File: config.mk
export PLATFORM = sky130hd
export DESIGN_NAME = coa_decoder
export DESIGN_NICKNAME = d
export VERILOG_FILES = /design/src/rtl/coa_target_adder.v /design/src/rtl/coa_decoder.v
export VERILOG_INCLUDE_DIRS = /design/src /design/src/rtl
export SDC_FILE = /design/constraint.sdc
export NUM_CORES = 1
export LEC_CHECK = 0
export ABC_AREA = 0
export BUFFER_PORTS_ARGS = -buffer_cell sky130_fd_sc_hd__buf_2
export CAP_MARGIN = 10
export CORE_ASPECT_RATIO = 0.7
export CORE_MARGIN = 5
export CORE_UTILIZATION = 40
export CTS_CLUSTER_DIAMETER = 100
export DETAILED_ROUTE_END_ITERATION = 6
export PLACE_DENSITY = 0.69
export SETUP_SLACK_MARGIN = 0.15
export SYNTH_ARGS = -nofsm -noshare
export SYNTH_HDL_FRONTEND = slang
export SYNTH_HIERARCHICAL = 1
export SYNTH_SLANG_ARGS = --single-unit
File: constraint.sdc
create_clock -name CLK -period 0.8 [get_ports CLK]
set_clock_uncertainty 0.05 [all_clocks]
set_input_delay 0.08 -clock CLK [delete_from_list [all_inputs] [get_ports CLK]]
set_output_delay 0.08 -clock CLK [all_outputs]
set_load 0.01 [all_outputs]
File: src/rtl/coa_defs.vh
// Purpose: Constants for the operand addressing decoder.
// Assumes: Standard 8-bit core opcode map, byte-wide data paths.
// Notes:   Included by the decoder, the checker and the bench.
`ifndef COA_DEFS_VH
`define COA_DEFS_VH
`define COA_MODE_NONE     3'h0
`define COA_MODE_REG      3'h1
`define COA_MODE_DIRECT   3'h2
`define COA_MODE_INDIRECT 3'h3
`define COA_MODE_IMM      3'h4
`define COA_MODE_BASEIDX  3'h5
`define COA_SPACE_NONE    3'h0
`define COA_SPACE_IRAM    3'h1
`define COA_SPACE_SFR     3'h2
`define COA_SPACE_AUX     3'h3
`define COA_SPACE_XDATA   3'h4
`define COA_SPACE_CODE    3'h5
`define COA_SPACE_BIT     3'h6
`define COA_SPACE_ACCB    3'h7
`define COA_SFR_LIMIT     8'h80
`define COA_BIT_LIMIT     8'h80
`define COA_BIT_RAM_BASE  8'h20
`define COA_SFR_ACC       8'he0
`define COA_SFR_B         8'hf0
`define COA_STATUS_BYTE   8'hd0
`define COA_STATUS_BIT_LO 8'hd1
`define COA_STATUS_BIT_HI 8'hd7
`define COA_BANK_SHIFT    3
`define COA_PAGE_MASK     16'hf800
`define COA_OPC_LONG_JUMP      8'h02
`define COA_OPC_LONG_CALL     8'h12
`define COA_OPC_SHORT_JUMP      8'h80
`define COA_OPC_JMP_DATA_POINTER  8'h73
`define COA_OPC_MOVC_DATA_POINTER 8'h93
`define COA_OPC_MOVC_PC   8'h83
`define COA_OPC_MOV_DATA_POINTER  8'h90
`define COA_OPC_PUSH      8'hc0
`define COA_OPC_POP       8'hd0
`define COA_OPC_MOVX_RI   7'h71
`define COA_OPC_MOVX_RI_W 7'h79
`define COA_OPC_MOVX_DP   8'he0
`define COA_OPC_MOVX_DP_W 8'hf0
`define COA_OPC_MUL       8'ha4
`define COA_OPC_DIV       8'h84
`define COA_OPC_INC_DATA_POINTER  8'ha3
`define COA_ABS_LOW5      5'h01
`define COA_ABS_CALL_BIT  4
`endif

File: src/rtl/coa_target_adder.v
// Purpose: Adds a base address and an offset for branch and table targets.
// Assumes: Offset is sign or zero extended here, as the caller selects with signed_offset.
// Notes:   Sum wraps within 64 Kbytes.
`timescale 1ns/100ps
module coa_target_adder (
    input  wire [15:0] base,
    input  wire [7:0]  offset,
    input  wire        signed_offset,
    output wire [15:0] sum
);
    wire [15:0] ext;
    assign ext = {{8{signed_offset & offset[7]}}, offset};
    assign sum = base + ext;
endmodule

File: src/rtl/coa_decoder.v
// Purpose: Operand addressing decoder of an 8-bit core.
// Assumes: Opcode and operand bytes, pc of next instruction and core state are stable inputs.
// Notes:   All outputs registered; results appear one clock after the inputs.
`timescale 1ns/100ps
`include "coa_defs.vh"
module coa_decoder (
    input  wire        CLK,
    input  wire        RESETN,
    input  wire        OPCODE_VALID,
    input  wire [7:0]  OPCODE,
    input  wire [7:0]  OPERAND1,
    input  wire [7:0]  OPERAND2,
    input  wire [15:0] NEXT_PC,
    input  wire [1:0]  BANK_SELECT,
    input  wire [7:0]  WORKING_REGISTER0,
    input  wire [7:0]  WORKING_REGISTER1,
    input  wire [7:0]  STACK_POINTER,
    input  wire [15:0] DATA_POINTER,
    input  wire [7:0]  ACCUMULATOR,
    input  wire        AUX_SELECT,
    output reg         DECODE_VALID,
    output reg  [2:0]  SRC_MODE,
    output reg  [2:0]  SRC_SPACE,
    output reg  [15:0] SRC_ADDRESS,
    output reg  [2:0]  DST_MODE,
    output reg  [2:0]  DST_SPACE,
    output reg  [15:0] DST_ADDRESS,
    output reg         DST_READ,
    output reg  [15:0] IMMEDIATE,
    output reg         BRANCH,
    output reg         CALL,
    output reg  [15:0] BRANCH_TARGET,
    output reg         STATUS_WRITE
);
    reg  [2:0]  next_src_mode;
    reg  [2:0]  next_src_space;
    reg  [15:0] next_src_address;
    reg  [2:0]  next_dst_mode;
    reg  [2:0]  next_dst_space;
    reg  [15:0] next_dst_address;
    reg         next_dst_read;
    reg  [15:0] next_immediate;
    reg         next_branch;
    reg         next_call;
    reg  [15:0] next_target;
    reg         next_status;
    reg         is_move;
    reg  [7:0]  ri_value;
    reg  [7:0]  bit_byte;
    wire [7:0]  reg_addr;
    wire [15:0] rel_target;
    wire [15:0] table_target;
    wire [3:0]  lo;
    wire [3:0]  hi;
    wire        lookup_data_pointer;

    assign lo = OPCODE[3:0];
    assign hi = OPCODE[7:4];
    assign reg_addr = {3'h0, BANK_SELECT, OPCODE[2:0]};
    assign lookup_data_pointer = (OPCODE == `COA_OPC_MOVC_DATA_POINTER) || (OPCODE == `COA_OPC_JMP_DATA_POINTER);

    coa_target_adder u_rel (
        .base          (NEXT_PC),
        .offset        ((OPCODE[3:0] == 4'h4) || (OPCODE[3:0] == 4'h5) ? OPERAND2 : OPERAND1),
        .signed_offset (1'b1),
        .sum           (rel_target)
    );

    coa_target_adder u_table (
        .base          (lookup_data_pointer ? DATA_POINTER : NEXT_PC),
        .offset        (ACCUMULATOR),
        .signed_offset (1'b0),
        .sum           (table_target)
    );

    always @* begin
        ri_value = OPCODE[0] ? WORKING_REGISTER1 : WORKING_REGISTER0;
        bit_byte = (OPERAND1 < `COA_BIT_LIMIT) ?
                   (`COA_BIT_RAM_BASE + {3'h0, OPERAND1[6:2]} - {4'h0, OPERAND1[6:3]} * 8'h00
                    - {3'h0, OPERAND1[6:3], 1'b0} + {4'h0, OPERAND1[6:3]}) :
                   {OPERAND1[7:3], 3'h0};
        if (OPERAND1 < `COA_BIT_LIMIT) begin
            bit_byte = `COA_BIT_RAM_BASE + {4'h0, OPERAND1[6:3]};
        end
        is_move = (hi >= 4'h7 && hi <= 4'h8) || (hi >= 4'ha && hi <= 4'hf && hi != 4'hb
                   && hi != 4'hc && hi != 4'hd) || (OPCODE == `COA_OPC_MOV_DATA_POINTER);
        next_src_mode = `COA_MODE_NONE;
        next_src_space = `COA_SPACE_NONE;
        next_src_address = 16'h0000;
        next_dst_mode = `COA_MODE_NONE;
        next_dst_space = `COA_SPACE_NONE;
        next_dst_address = 16'h0000;
        next_immediate = {8'h00, OPERAND1};
        next_branch = 1'b0;
        next_call = 1'b0;
        next_target = 16'h0000;
        next_status = 1'b0;
        // Accumulator is the default destination of arithmetic and logic forms.
        if (lo >= 4'h4) begin
            next_dst_mode = `COA_MODE_REG;
            next_dst_space = `COA_SPACE_SFR;
            next_dst_address = {8'h00, `COA_SFR_ACC};
        end
        if (lo >= 4'h8) begin
            next_src_mode = `COA_MODE_REG;
            next_src_space = `COA_SPACE_IRAM;
            next_src_address = {8'h00, reg_addr};
        end else if (lo == 4'h6 || lo == 4'h7) begin
            next_src_mode = `COA_MODE_INDIRECT;
            next_src_space = `COA_SPACE_IRAM;
            next_src_address = {8'h00, ri_value};
        end else if (lo == 4'h5) begin
            next_src_mode = `COA_MODE_DIRECT;
            next_src_space = (OPERAND1 < `COA_SFR_LIMIT) ? `COA_SPACE_IRAM : `COA_SPACE_SFR;
            next_src_address = {8'h00, OPERAND1};
        end else if (lo == 4'h4) begin
            next_src_mode = `COA_MODE_IMM;
            next_src_space = `COA_SPACE_CODE;
        end
        // Increment and decrement work in place on their own operand.
        if ((hi == 4'h0 || hi == 4'h1) && lo >= 4'h5) begin
            next_dst_mode = next_src_mode;
            next_dst_space = next_src_space;
            next_dst_address = next_src_address;
        end
        // Accumulator-to-register moves write the operand named by the low nibble.
        if (hi == 4'hf && lo >= 4'h5) begin
            next_dst_mode = next_src_mode;
            next_dst_space = next_src_space;
            next_dst_address = next_src_address;
            next_src_mode = `COA_MODE_REG;
            next_src_space = `COA_SPACE_SFR;
            next_src_address = {8'h00, `COA_SFR_ACC};
        end
        // Moves of a constant or a direct byte write the operand named by the low nibble.
        if ((hi == 4'h7 && lo >= 4'h5) || (hi == 4'ha && lo >= 4'h6)) begin
            next_dst_mode = next_src_mode;
            next_dst_space = next_src_space;
            next_dst_address = next_src_address;
            if (hi == 4'h7) begin
                next_src_mode = `COA_MODE_IMM;
                next_src_space = `COA_SPACE_CODE;
                next_src_address = 16'h0000;
                if (lo == 4'h5) begin
                    next_immediate = {8'h00, OPERAND2};
                end
            end else begin
                next_src_mode = `COA_MODE_DIRECT;
                next_src_space = (OPERAND1 < `COA_SFR_LIMIT) ? `COA_SPACE_IRAM : `COA_SPACE_SFR;
                next_src_address = {8'h00, OPERAND1};
            end
        end
        if (lo == 4'h1) begin
            next_branch = 1'b1;
            next_call = OPCODE[`COA_ABS_CALL_BIT];
            next_target = (NEXT_PC & `COA_PAGE_MASK) | {5'h00, OPCODE[7:5], OPERAND1};
        end
        if (OPCODE == `COA_OPC_LONG_JUMP || OPCODE == `COA_OPC_LONG_CALL) begin
            next_branch = 1'b1;
            next_call = (OPCODE == `COA_OPC_LONG_CALL);
            next_target = {OPERAND1, OPERAND2};
        end
        if (OPCODE == `COA_OPC_SHORT_JUMP || (lo == 4'h0 && hi >= 4'h1 && hi <= 4'h7 && OPCODE[4])
            || (hi == 4'hb && lo >= 4'h4) || (hi == 4'hd && lo >= 4'h5)) begin
            next_branch = 1'b1;
            next_target = rel_target;
        end
        if (OPCODE == `COA_OPC_MOV_DATA_POINTER) begin
            next_src_mode = `COA_MODE_IMM;
            next_src_space = `COA_SPACE_CODE;
            next_immediate = {OPERAND1, OPERAND2};
            next_dst_mode = `COA_MODE_REG;
            next_dst_space = `COA_SPACE_NONE;
        end
        if (OPCODE == `COA_OPC_INC_DATA_POINTER) begin
            next_dst_mode = `COA_MODE_REG;
            next_dst_space = `COA_SPACE_NONE;
            next_dst_address = DATA_POINTER;
        end
        if (OPCODE == `COA_OPC_MUL || OPCODE == `COA_OPC_DIV) begin
            next_src_mode = `COA_MODE_REG;
            next_src_space = `COA_SPACE_ACCB;
            next_src_address = {`COA_SFR_B, `COA_SFR_ACC};
            next_dst_mode = `COA_MODE_REG;
            next_dst_space = `COA_SPACE_ACCB;
            next_dst_address = {`COA_SFR_B, `COA_SFR_ACC};
        end
        if (OPCODE == `COA_OPC_MOVC_DATA_POINTER || OPCODE == `COA_OPC_MOVC_PC) begin
            next_src_mode = `COA_MODE_BASEIDX;
            next_src_space = `COA_SPACE_CODE;
            next_src_address = table_target;
        end
        if (OPCODE == `COA_OPC_JMP_DATA_POINTER) begin
            next_branch = 1'b1;
            next_target = table_target;
        end
        if (OPCODE == `COA_OPC_PUSH) begin
            next_src_mode = `COA_MODE_DIRECT;
            next_src_space = (OPERAND1 < `COA_SFR_LIMIT) ? `COA_SPACE_IRAM : `COA_SPACE_SFR;
            next_src_address = {8'h00, OPERAND1};
            next_dst_mode = `COA_MODE_INDIRECT;
            next_dst_space = `COA_SPACE_IRAM;
            next_dst_address = {8'h00, STACK_POINTER + 8'h01};
        end
        if (OPCODE == `COA_OPC_POP) begin
            next_src_mode = `COA_MODE_INDIRECT;
            next_src_space = `COA_SPACE_IRAM;
            next_src_address = {8'h00, STACK_POINTER};
            next_dst_mode = `COA_MODE_DIRECT;
            next_dst_space = (OPERAND1 < `COA_SFR_LIMIT) ? `COA_SPACE_IRAM : `COA_SPACE_SFR;
            next_dst_address = {8'h00, OPERAND1};
        end
        if (OPCODE[7:1] == `COA_OPC_MOVX_RI || OPCODE[7:1] == `COA_OPC_MOVX_RI_W
            || OPCODE == `COA_OPC_MOVX_DP || OPCODE == `COA_OPC_MOVX_DP_W) begin
            if (OPCODE[4]) begin
                next_src_mode = `COA_MODE_REG;
                next_src_space = `COA_SPACE_SFR;
                next_src_address = {8'h00, `COA_SFR_ACC};
                next_dst_mode = `COA_MODE_INDIRECT;
                next_dst_space = AUX_SELECT ? `COA_SPACE_AUX : `COA_SPACE_XDATA;
                next_dst_address = OPCODE[1] ? {8'h00, ri_value} : DATA_POINTER;
            end else begin
                next_dst_mode = `COA_MODE_REG;
                next_dst_space = `COA_SPACE_SFR;
                next_dst_address = {8'h00, `COA_SFR_ACC};
                next_src_mode = `COA_MODE_INDIRECT;
                next_src_space = AUX_SELECT ? `COA_SPACE_AUX : `COA_SPACE_XDATA;
                next_src_address = OPCODE[1] ? {8'h00, ri_value} : DATA_POINTER;
            end
        end
        // Bit operands resolve to their byte in RAM or special register space.
        if (lo == 4'h2 && hi >= 4'h7 && hi != 4'he && hi != 4'hf) begin
            next_src_mode = `COA_MODE_DIRECT;
            next_src_space = `COA_SPACE_BIT;
            next_src_address = {OPERAND1, bit_byte};
        end
        if (next_dst_mode == `COA_MODE_IMM || next_dst_mode == `COA_MODE_BASEIDX) begin
            next_dst_mode = `COA_MODE_NONE;
        end
        next_dst_read = (next_dst_mode != `COA_MODE_NONE) && (next_src_mode != `COA_MODE_NONE)
                        && !is_move && (OPCODE != `COA_OPC_POP)
                        && (OPCODE != `COA_OPC_PUSH);
        // Bit writes are clear, set, complement and move from carry.
        next_status = (next_dst_space == `COA_SPACE_SFR
                       && next_dst_address[7:0] == `COA_STATUS_BYTE)
                      || (next_src_space == `COA_SPACE_BIT && lo == 4'h2
                       && (hi == 4'h9 || hi == 4'hb || hi == 4'hc || hi == 4'hd)
                       && OPERAND1 >= `COA_STATUS_BIT_LO
                       && OPERAND1 <= `COA_STATUS_BIT_HI);
    end

    always @(posedge CLK or negedge RESETN) begin
        if (!RESETN) begin
            DECODE_VALID <= 1'b0;
            SRC_MODE <= `COA_MODE_NONE;
            SRC_SPACE <= `COA_SPACE_NONE;
            SRC_ADDRESS <= 16'h0000;
            DST_MODE <= `COA_MODE_NONE;
            DST_SPACE <= `COA_SPACE_NONE;
            DST_ADDRESS <= 16'h0000;
            DST_READ <= 1'b0;
            IMMEDIATE <= 16'h0000;
            BRANCH <= 1'b0;
            CALL <= 1'b0;
            BRANCH_TARGET <= 16'h0000;
            STATUS_WRITE <= 1'b0;
        end else begin
            DECODE_VALID <= OPCODE_VALID;
            SRC_MODE <= next_src_mode;
            SRC_SPACE <= next_src_space;
            SRC_ADDRESS <= next_src_address;
            DST_MODE <= next_dst_mode;
            DST_SPACE <= next_dst_space;
            DST_ADDRESS <= next_dst_address;
            DST_READ <= OPCODE_VALID & next_dst_read;
            IMMEDIATE <= next_immediate;
            BRANCH <= OPCODE_VALID & next_branch;
            CALL <= OPCODE_VALID & next_call;
            BRANCH_TARGET <= next_target;
            STATUS_WRITE <= OPCODE_VALID & next_status;
        end
    end
endmodule

[After elaboration in Yosys (flattened, before gate mapping)]
Cells that the tools add are included.
Word-level totals
  register bits: 81
  word-level logic and storage cells: 226
Operators by class
  add/sub/neg operators: 4
  magnitude comparators: 13
  eq/ne operators: 42
  mux-type cells: 97
  bitwise operators: 5
  reduce and logical (&&, ||, !) cells: 52
Operators by type and width (number)
  $mux 16: 25
  $mux 3: 50
  $eq 8x8->1 const B: 12
  $mux 8: 11
  $logic_and 1x1->1: 26
  $eq 4x4->1 const B: 6
  $logic_or 1x1->1: 21
  $eq 4x3->1 const B: 5
  $ne 4x4->1 const B: 5
  $add 16x16->16: 1
  $add 16x8->16: 1
  $ge 4x3->1 const B: 4
  $ne 8x8->1 const B: 2
  $or 16x11->16: 1
  $eq 7x7->1 const B: 2
  $eq 3x3->1 const B: 3
  $add 8x1->8 const B: 1
  $eq 4x1->1 const B: 2
  $eq 8x2->1 const B: 1
  $eq 8x5->1 const B: 1
  $eq 8x7->1 const B: 1
  $ge 4x4->1 const B: 2
  $ge 8x8->1 const B: 1
  $le 4x4->1 const B: 2
  other kinds (13): 27

[Longest topological paths before layout]
Gate-level depths: netlist of the first run.
  word-level depth: 23
  gate-level depth with buffers: 17
  gate-level depth less buffers: 15

[Modules after synthesis]
The synthesis of the first run kept the hierarchy.
Modules (own cells, without submodules)
  coa_decoder: instances 1, cells each 567, area each 5112.4 sq um
  coa_target_adder: instances 2, cells each 84, area each 618.1 sq um

[Worst setup path before layout of the first run]
OpenSTA, ideal clock, no wires.
  path kind: in2reg
  from: input port OPCODE[3]
  to: register SRC_ADDRESS[14]
  library setup time: 0.142 ns
  arrival: 3.586 ns
  data required time: 0.608 ns
  slack: -2.978 ns
  cell stages on the path: 15
  buffers on the path: 1
  path through: buf_4 -> or4b_1 -> nor3_2 -> nand2_1 -> nand2_1 -> mux2_2 -> ha_1 -> fa_1 -> a21o_1 -> a221oi_2 -> o31a_1 -> mux2i_1 -> xor2_1 -> a221oi_1 -> a21oi_1
RTL lines
  from (decl): RTL line coa_decoder.v:10  | input wire [7:0] OPCODE,
  $eq 8x8->1 (no source line) or $eq 8x7->1 (tied branches)
  $logic_or 1x1->1 *: RTL line coa_decoder.v:60  | assign lookup_data_pointer = (OPCODE == `COA_OPC_MOVC_DATA_POINTER) || (OPCODE == `COA_OPC_JMP_DATA_POINTER);
  $mux 16 *: RTL line coa_decoder.v:70  | .base (lookup_data_pointer ? DATA_POINTER : NEXT_PC),
  $add 16x8->16 *: RTL line coa_target_adder.v:13  | assign sum = base + ext;
  net table_target[14]: RTL line coa_decoder.v:52  | wire [15:0] table_target;
  $mux 16 *: RTL line coa_decoder.v:188  | if (OPCODE == `COA_OPC_MOVC_DATA_POINTER || OPCODE == `COA_OPC_MOVC_PC) begin
  $mux 16 *: RTL line coa_decoder.v:197  | if (OPCODE == `COA_OPC_PUSH) begin
  $mux 16 *: RTL line coa_decoder.v:205  | if (OPCODE == `COA_OPC_POP) begin
  $mux 16 *: RTL line coa_decoder.v:213  | if (OPCODE[7:1] == `COA_OPC_MOVX_RI || OPCODE[7:1] == `COA_OPC_MOVX_RI_W
  $mux 16 *: RTL line coa_decoder.v:232  | if (lo == 4'h2 && hi >= 4'h7 && hi != 4'he && hi != 4'hf) begin
  net next_src_address[14]: RTL line coa_decoder.v:37  | reg [15:0] next_src_address;
  to (signal assigned): RTL line coa_decoder.v:271  | SRC_ADDRESS <= next_src_address;
  to (decl): RTL line coa_decoder.v:24  | output reg [15:0] SRC_ADDRESS,
The timed path passes the listed nets; every way through them passes the cells marked *.

[Worst setup path in the final report of the first run]
  from: input port OPCODE[2]
  to: register SRC_ADDRESS[14]
Same word-level chain as after synthesis.

==> Flow_metrics.wiki, run 1 <==
{| class="wikitable"
! Metric !! Value
|-
| # clock sinks || 81
|-
| Root buffer cell || clkbuf_16
|-
| Final hold vios || 84
|-
| YS warnings || 6
|-
| Switching power total || 4.90 mW
|-
| Placement-stage worst setup slack || -2830 ps
|-
| Core region area || 0.0155 mm²
|-
| Diodes inserted || 0
|-
| Distinct cell type count of the synthesized netlist || 87
|-
| Maximum clock frequency || 0.312 GHz
|-
| Hold-fix buffers at CTS || 1
|-
| Comb power frac || 38.4%
|-
| Overall die height || 115 µm
|-
| H-tree levels || 3
|-
| Total standard cell area after synthesis || 0.00635 mm²
|-
| Kind of end point of the critical path || register
|-
| Violated checks || negative hold slack, negative setup slack
|-
| Synth area leaders || dfrtp_1 32%, mux2_2 5.9%, nand2_1 5.6%
|-
| Rel. slew slack || 65.4%
|-
| Number of vias in the routed layout || 8411
|-
| Hold Crit Class || in -> async
|-
| Static leakage || 5.72 nW
|-
| DP HPWL || 24.0 mm
|-
| Unrepaired setup endpoints after global routing || yes
|-
| Worst path slowest cell || or4b_4
|-
| Part of the Yosys area used for sequential elements || 31.9%
|-
| Worst Path Class, Setup || in -> reg
|-
| Routability Congestion || 1.02
|-
| Maximum clock path buffer count || 2
|-
| Primary flip-flop cell chosen by synthesis mapping || dfrtp_1
|-
| Number of antenna violations at the first check in global routing || 0
|-
| Data arrival at the endpoint of the critical path || 3390 ps
|-
| Required @ worst endpoint || 990 ps
|-
| Status || finished, violations left
|-
| Number of non-filler instances in the completed layout || 1406
|-
| Synth top area share || 31.9%
|-
| Post-route ant nets || 0
|-
| Synthesized flop and latch total || 81
|-
| Power density relative to cell area || 1240 mW/mm²
|-
| Maximum fanout along the worst path || 4
|-
| Post-route worst setup slack || -2400 ps
|-
| Worst IR Drop VDD || 1.05 mV
|-
| Critical path startpoint category || primary input
|-
| Cell type contributing the most total cell area after synthesis || dfrtp_1
|-
| Total negative slack for setup checks || -124720 ps
|-
| Routed wirelength normalized by instance count || 24.0 µm
|-
| Register clock-pin slew on the reported worst setup and hold paths || 70 ps
|-
| Post-Synthesis Cells || 735
|-
| Proportion of power drawn by the clock network || 31.3%
|-
| Count of flip-flops with a built-in enable after synthesis || 0
|-
| Layout cells sized above 1 || 58.9%
|-
| Via count of the first global-routing pass || 8238
|-
| Placed Cells incl. Taps || 1322
|-
| CTS Buf Count || 9
|-
| Async set-or-reset flop fraction in the synthesized netlist || 100%
|-
| Initial DRC Count || 1043
|-
| I/O Buffers || 174
|-
| Net switching share of the total power || 34.0%
|-
| Wire length after detailed routing || 33.7 mm
|-
| Clock tree from TritonCTS || done
|-
| Period utilization || 401%
|-
| Total of endpoints with negative setup slack in the final report || 160
|-
| FP Rows || 38
|-
| Count of nets after finishing || 1314
|-
| Avg Synthesized Cell Area || 8.64 µm²
|-
| Overflow left after global routing || 0
|-
| Starting density of the core || 40.8%
|-
| Synthesis-to-finish area growth || 83.5%
|-
| Maximum Capacitance Violations || 0
|-
| Launching instance or port of the critical path || OPCODE[2]
|-
| Transition time at the pin with the least slew margin || 520 ps
|-
| Final routed DRC violation total || 0
|-
| Worst hold slack || -443 ps
|-
| First-pass DRT Iterations || 6
|-
| Internal power contribution || 9.53 mW
|-
| Top Ports || 175
|-
| First-pass GRT wire length || 48.8 mm
|-
| Final Slew Violations || 0
|-
| Slowest stage delay, CP || 540 ps
|-
| Die Span X || 161 µm
|-
| Post-DR vias/cell || 5.98
|-
| Total track usage || 34.9%
|-
| Flop pwr share || 30.3%
|-
| Largest net degree at the start of global routing || 33
|-
| Die Outline Area || 0.0185 mm²
|-
| Critical path cell sequence || buf_6 > or4b_4 > nor3_4 > nand2_2 > nand2_4 > mux2_4 > ha_4 > fa_2 > a21o_1 > a221oi_4 > o31a_1 > mux2i_1 > xor2_1 > a221oi_2 > a21oi_1
|-
| Min Tclk post-route || 3200 ps
|}
-- final timing paths --
check                      slack (ps)         endpoint  cells past startpoint
worst max-delay path            -2400  SRC_ADDRESS[14]                     15
worst min-delay path             -440     DST_SPACE[1]                      1
max in group asynchronous         280    IMMEDIATE[15]                      3
min in group CLK                  -50     SRC_SPACE[2]                      2
-- cells by family (layout without fill, tap and decap cells) --
logic type / Yosys count / in the layout / share of synthesized area [%]
other cells: 2 / 9 / 0.118
fa+ha+maj: 19 / 19 / 3.98
mux: 53 / 53 / 9.07
buf+inv: 55 / 519 / 4.00
flops: 81 / 81 / 31.9
xor+xnor: 35 / 35 / 4.83
compound gates: 210 / 210 / 23.3
simple gates: 280 / 280 / 22.7
-- power by group through the flow --
stage | clock [mW] | sequential [mW] | combinational (mW)
5_1_grt | 4.71 | 4.39 | 5.81
4_1_cts | 4.55 | 4.37 | 4.98
6_report | 4.52 | 4.37 | 5.55
3_3_place_gp | 0 | 4.44 | 4.23
2_1_floorplan | 0 | 4.55 | 1.88
3_5_place_dp | 0 | 4.44 | 4.26
-- layout make-up --
cell class	count	area (µm²)
Clock inverter	7	85.1
Timing Repair Buffer	494	3920
Tap cell	200	250
Clock buffer	9	225
Multi-Input combinational cell	606	5100
Fill cell	1098	3900
Inverter	9	33.8
Sequential cell	81	2030
-- worst max-delay path: cells and delay by family --
| family | cells | cell delay, ps |
|---|---|---|
| AO/OA/AOI/OAI | 5 | 1130 |
| AND/OR/NAND/NOR | 4 | 920 |
| adder cells (fa/ha/maj) | 2 | 510 |
| multiplexers | 2 | 450 |
| XOR/XNOR | 1 | 200 |
| buffers and inverters | 1 | 90 |
-- cell usage after synthesis (6+ instances only) --
cell / count
dfrtp_1: 81
and2_1: 15
mux2i_1: 19
a21o_1: 9
nand3_1: 16
o21ai_0: 32
a221oi_1: 20
xnor2_1: 21
clkbuf_1: 29
xor2_1: 14
inv_1: 7
nor4_1: 8
or4_1: 6
buf_2: 11
o21ai_1: 7
a222oi_1: 8
ha_1: 17
nor2b_1: 8
nand2b_1: 8
nor2_1: 65
a21oi_1: 69
nor3_1: 11
nand2_1: 94
mux2_2: 33
a22oi_1: 6
-- cells in the final DEF (no fill, tap or decap), drive strengths merged, types with 7 or more instances in the layout --
master | netlist | final
a21o | 9 | 9
a21oi | 69 | 69
a221oi | 22 | 22
a222oi | 8 | 8
and2 | 15 | 15
buf | 17 | 488
clkbuf | 29 | 11
conb | 2 | 9
dfrtp | 81 | 81
ha | 17 | 17
inv | 9 | 12
mux2 | 33 | 33
mux2i | 20 | 20
nand2 | 96 | 96
nand2b | 8 | 8
nand3 | 17 | 17
nor2 | 65 | 65
nor2b | 8 | 8
nor3 | 13 | 13
nor4 | 9 | 9
nor4b | 7 | 7
o21ai | 41 | 41
or3 | 8 | 8
xnor2 | 21 | 21
xor2 | 14 | 14
-- routing by layer --
layer	global-route usage, %	vias to the layer above	share of wire, %
met5	0	-	0
met4	12.6	0	3.7
met3	11.0	109	13
met2	49.7	600	41
met1	49.7	4037	42
li1	-	3665	-
-- state kept, by name (all words and copies together), names as in the netlist --
register and flops:
IMMEDIATE 16, BRANCH_TARGET 16, DST_SPACE 3, DST_MODE 3, DST_ADDRESS 16, DST_READ 1
SRC_MODE 3, BRANCH 1, CALL 1, STATUS_WRITE 1, SRC_ADDRESS 16, SRC_SPACE 3
DECODE_VALID 1
-- per-stage QoR --
stage	total power, mW	cell area (µm²)	hold WS (ps)	util [%]
after detailed placement	8.70	9560	-70.3	61.5
after floorplan	6.44	6770	-266	-
final	14.4	11600	-443	74.9
after global routing	14.9	11600	-444	74.9
after global placement	8.67	9560	-77.1	61.5
after CTS	13.9	11000	-443	70.4
-- timing repair --
item | in CTS | in global routing
gates cloned | 4 | 1
hold endpoints to repair | 85 | 84
endpoints found under the setup margin | 160 | 160
setup buffers | 40 | 22
gates resized for setup | 138 | 122
pin swaps | 65 | 58
Note: power is estimated with default switching activity, not from simulation.
==> inputs of run 2 (changes only) <==
--- a/config.mk
+++ b/config.mk
@@ -16,6 +16,7 @@
 export DETAILED_ROUTE_END_ITERATION = 6
 export PLACE_DENSITY = 0.69
 export SETUP_SLACK_MARGIN = 0.15
+export SKIP_CTS_REPAIR_TIMING = 1
 export SYNTH_ARGS = -nofsm -noshare
 export SYNTH_HDL_FRONTEND = slang
 export SYNTH_HIERARCHICAL = 1
==> constraint.sdc (replaced) <==
create_clock -name CLK -period 0.8 [get_ports CLK]
set_clock_uncertainty 0.05 [all_clocks]
set_input_delay 0.08 -clock CLK [delete_from_list [all_inputs] [get_ports CLK]]
set_output_delay 0.08 -clock CLK [all_outputs]
set_load 0.1 [all_outputs]
==> Flow_metrics.wiki, run 2 (synthesis results as in run 1) <==
{| class="wikitable"
! Metric !! Value
|-
| Status || finished, violations left
|-
| Violated checks || design-rule violations, negative hold slack, negative setup slack
|-
| Rel. slew slack || 60.8% (-4.5 points)
|-
| Kind of end point of the critical path || register
|-
| Required @ worst endpoint || 980 ps (about the same)
|-
| Register clock-pin slew on the reported worst setup and hold paths || 60 ps (about the same)
|-
| Maximum clock path buffer count || 2 (unchanged)
|-
| Total negative slack for setup checks || -138080 ps (-13360 ps)
|-
| Number of antenna violations at the first check in global routing || 1 (+1)
|-
| Count of cell instances traversed by the critical path || 15 (unchanged)
|-
| DP HPWL || 26.6 mm (+11%)
|-
| Count of nets after finishing || 1287 (-2.1%)
|-
| Internal power contribution || 10.1 mW (+6.2%)
|-
| Die Outline Area || 0.0185 mm² (unchanged)
|-
| Maximum clock frequency || 0.312 GHz (about the same)
|-
| First-pass DRT Iterations || 7 (+1)
|-
| H-tree levels || 3 (unchanged)
|-
| Routability Congestion || 1.04 (+2.3%)
|-
| Switching power total || 6.39 mW (+30%)
|-
| Min Tclk post-route || 3200 ps (-0.570 ps)
|-
| Comb power frac || 44.8% (+6.4 points)
|-
| Power density relative to cell area || 1330 mW/mm² (+7.0%)
|-
| Starting density of the core || 40.8% (unchanged)
|-
| Worst path slowest cell || or4b_4
|-
| First-pass GRT wire length || 48.9 mm (+0.27%)
|-
| Slowest stage delay, CP || 560 ps (+20 ps)
|-
| Total of endpoints with negative setup slack in the final report || 160 (unchanged)
|-
| Maximum fanout along the worst path || 3 (-1)
|-
| Final routed DRC violation total || 2 (+2)
|-
| Placement-stage worst setup slack || -2800 ps (+25.7 ps)
|-
| Static leakage || 5.58 nW (-2.5%)
|-
| Number of vias in the routed layout || 8395 (-0.19%)
|-
| Clock tree from TritonCTS || done
|-
| Non-Filler Cell Area, Final || 0.0125 mm² (+7.0%)
|-
| CTS Buf Count || 9 (unchanged)
|-
| Total track usage || 35.3% (+0.40 points)
|-
| Hold Crit Class || in -> async
|-
| Most frequent cells in the layout || 252 x buf_4, 98 x buf_12, 87 x buf_2
|-
| Initial DRC Count || 1104 (+5.8%)
|-
| I/O Buffers || 174 (unchanged)
|-
| Wire length after detailed routing || 35.6 mm (+5.4%)
|-
| Layout cells sized above 1 || 62.8% (+3.9 points)
|-
| Overflow left after global routing || 0 (unchanged)
|-
| Worst IR Drop VDD || 1.09 mV (+4.3%)
|-
| Via count of the first global-routing pass || 7892 (-4.2%)
|-
| Root buffer cell || clkbuf_16
|-
| Transition time at the pin with the least slew margin || 582 ps (+62.0 ps)
|-
| Final Slew Violations || 0 (unchanged)
|-
| Net switching share of the total power || 38.7% (+4.7 points)
|-
| Largest net degree at the start of global routing || 32 (-3.0%)
|-
| Data arrival at the endpoint of the critical path || 3380 ps (about the same)
|-
| Bufs and invs on worst path || 1 (unchanged)
|-
| Proportion of power drawn by the clock network || 27.1% (-4.2 points)
|-
| Post-route worst setup slack || -2400 ps (+0.570 ps)
|-
| Period utilization || 400% (about the same)
|-
| Top Ports || 175 (unchanged)
|-
| Post-DR vias/cell || 6.08 (+1.7%)
|-
| Commonest non-fill, non-tap cell in the layout || buf_4
|-
| Unrepaired setup endpoints after global routing || yes
|-
| Placed Area || 0.0111 mm² (+17%)
|-
| Final hold vios || 84 (unchanged)
|-
| Die Span X || 161 µm (unchanged)
|-
| Critical path startpoint category || primary input
|-
| Flop pwr share || 28.1% (-2.2 points)
|-
| Family with the most delay on the worst path || compound AO/OA/AOI/OAI gates
|-
| Maximum Capacitance Violations || 0 (unchanged)
|-
| Power Total || 16.5 mW (+14%)
|-
| Synthesis-to-finish area growth || 96.3%
|-
| Post-route ant nets || 0 (unchanged)
|-
| FP Rows || 38 (unchanged)
|-
| Worst Path Class, Setup || in -> reg
|-
| Overall die height || 115 µm (unchanged)
|-
| Critical path cell sequence || buf_6 > or4b_4 > nor3_4 > nand2_2 > nand2_4 > mux2_4 > ha_4 > fa_2 > a21o_1 > a221oi_4 > o31a_1 > mux2i_1 > xor2_1 > a221oi_2 > a21oi_1
|-
| Core region area || 0.0155 mm² (unchanged)
|-
| Worst hold slack || -459 ps (-15.3 ps)
|-
| # clock sinks || 81 (unchanged)
|-
| Routed wirelength normalized by instance count || 25.8 µm (+7.4%)
|}
-- run 2: power groups by stage --
stage	combinational, mW	sequential, mW	clock [mW]
after floorplan	1.88	6.19	0
after global placement	6.48	4.72	0
after detailed placement	6.55	4.73	0
after CTS	6.58	4.64	4.52
after global routing	7.63	4.66	4.66
final	7.40	4.64	4.48
-- run 2: area by class of cell --
cell class              instances  area [µm²]
multi-input cells             606        4860
repair buffers                467        4670
flip-flops and latches         81        2330
well taps                     200         250
inverters                       9        33.8
clock buffers                  10         239
diodes                          1        2.50
fillers                       963        3090
clock inverters                 6        72.6
-- run 2: layer usage --
metal | global-route usage (%) | wire length, µm | vias to the layer above
li1 | - | - | 3590
met1 | 49.5 | 14500 | 3991
met2 | 50.9 | 14900 | 690
met3 | 12.4 | 4770 | 120
met4 | 11.5 | 1320 | 4
met5 | 0 | 94 | -
-- run 2: how the worst max path moves through the flow --
stage	start	to	slack [ps]
5_1_grt	OPCODE[2]	BRANCH_TARGET[10]	-2490
4_1_cts	OPCODE[2]	SRC_ADDRESS[12]	-2430
3_5_place_dp	OPCODE[2]	SRC_ADDRESS[12]	-2800
3_3_place_gp	OPCODE[2]	BRANCH_TARGET[12]	-2680
2_1_floorplan	OPCODE[2]	SRC_ADDRESS[14]	-2670
6_report	OPCODE[2]	SRC_ADDRESS[14]	-2400
-- run 2: through the flow --
stage / hold WS [ps] / utilization, % / std cells
global route: -460 / 80.1 / 1379
global placement: -97.9 / 71.7 / 1327
detailed placement: -90.8 / 71.7 / 1327
floorplan: -266 / - / 742
CTS: -467 / 73.7 / 1343
finish: -459 / 80.2 / 1380
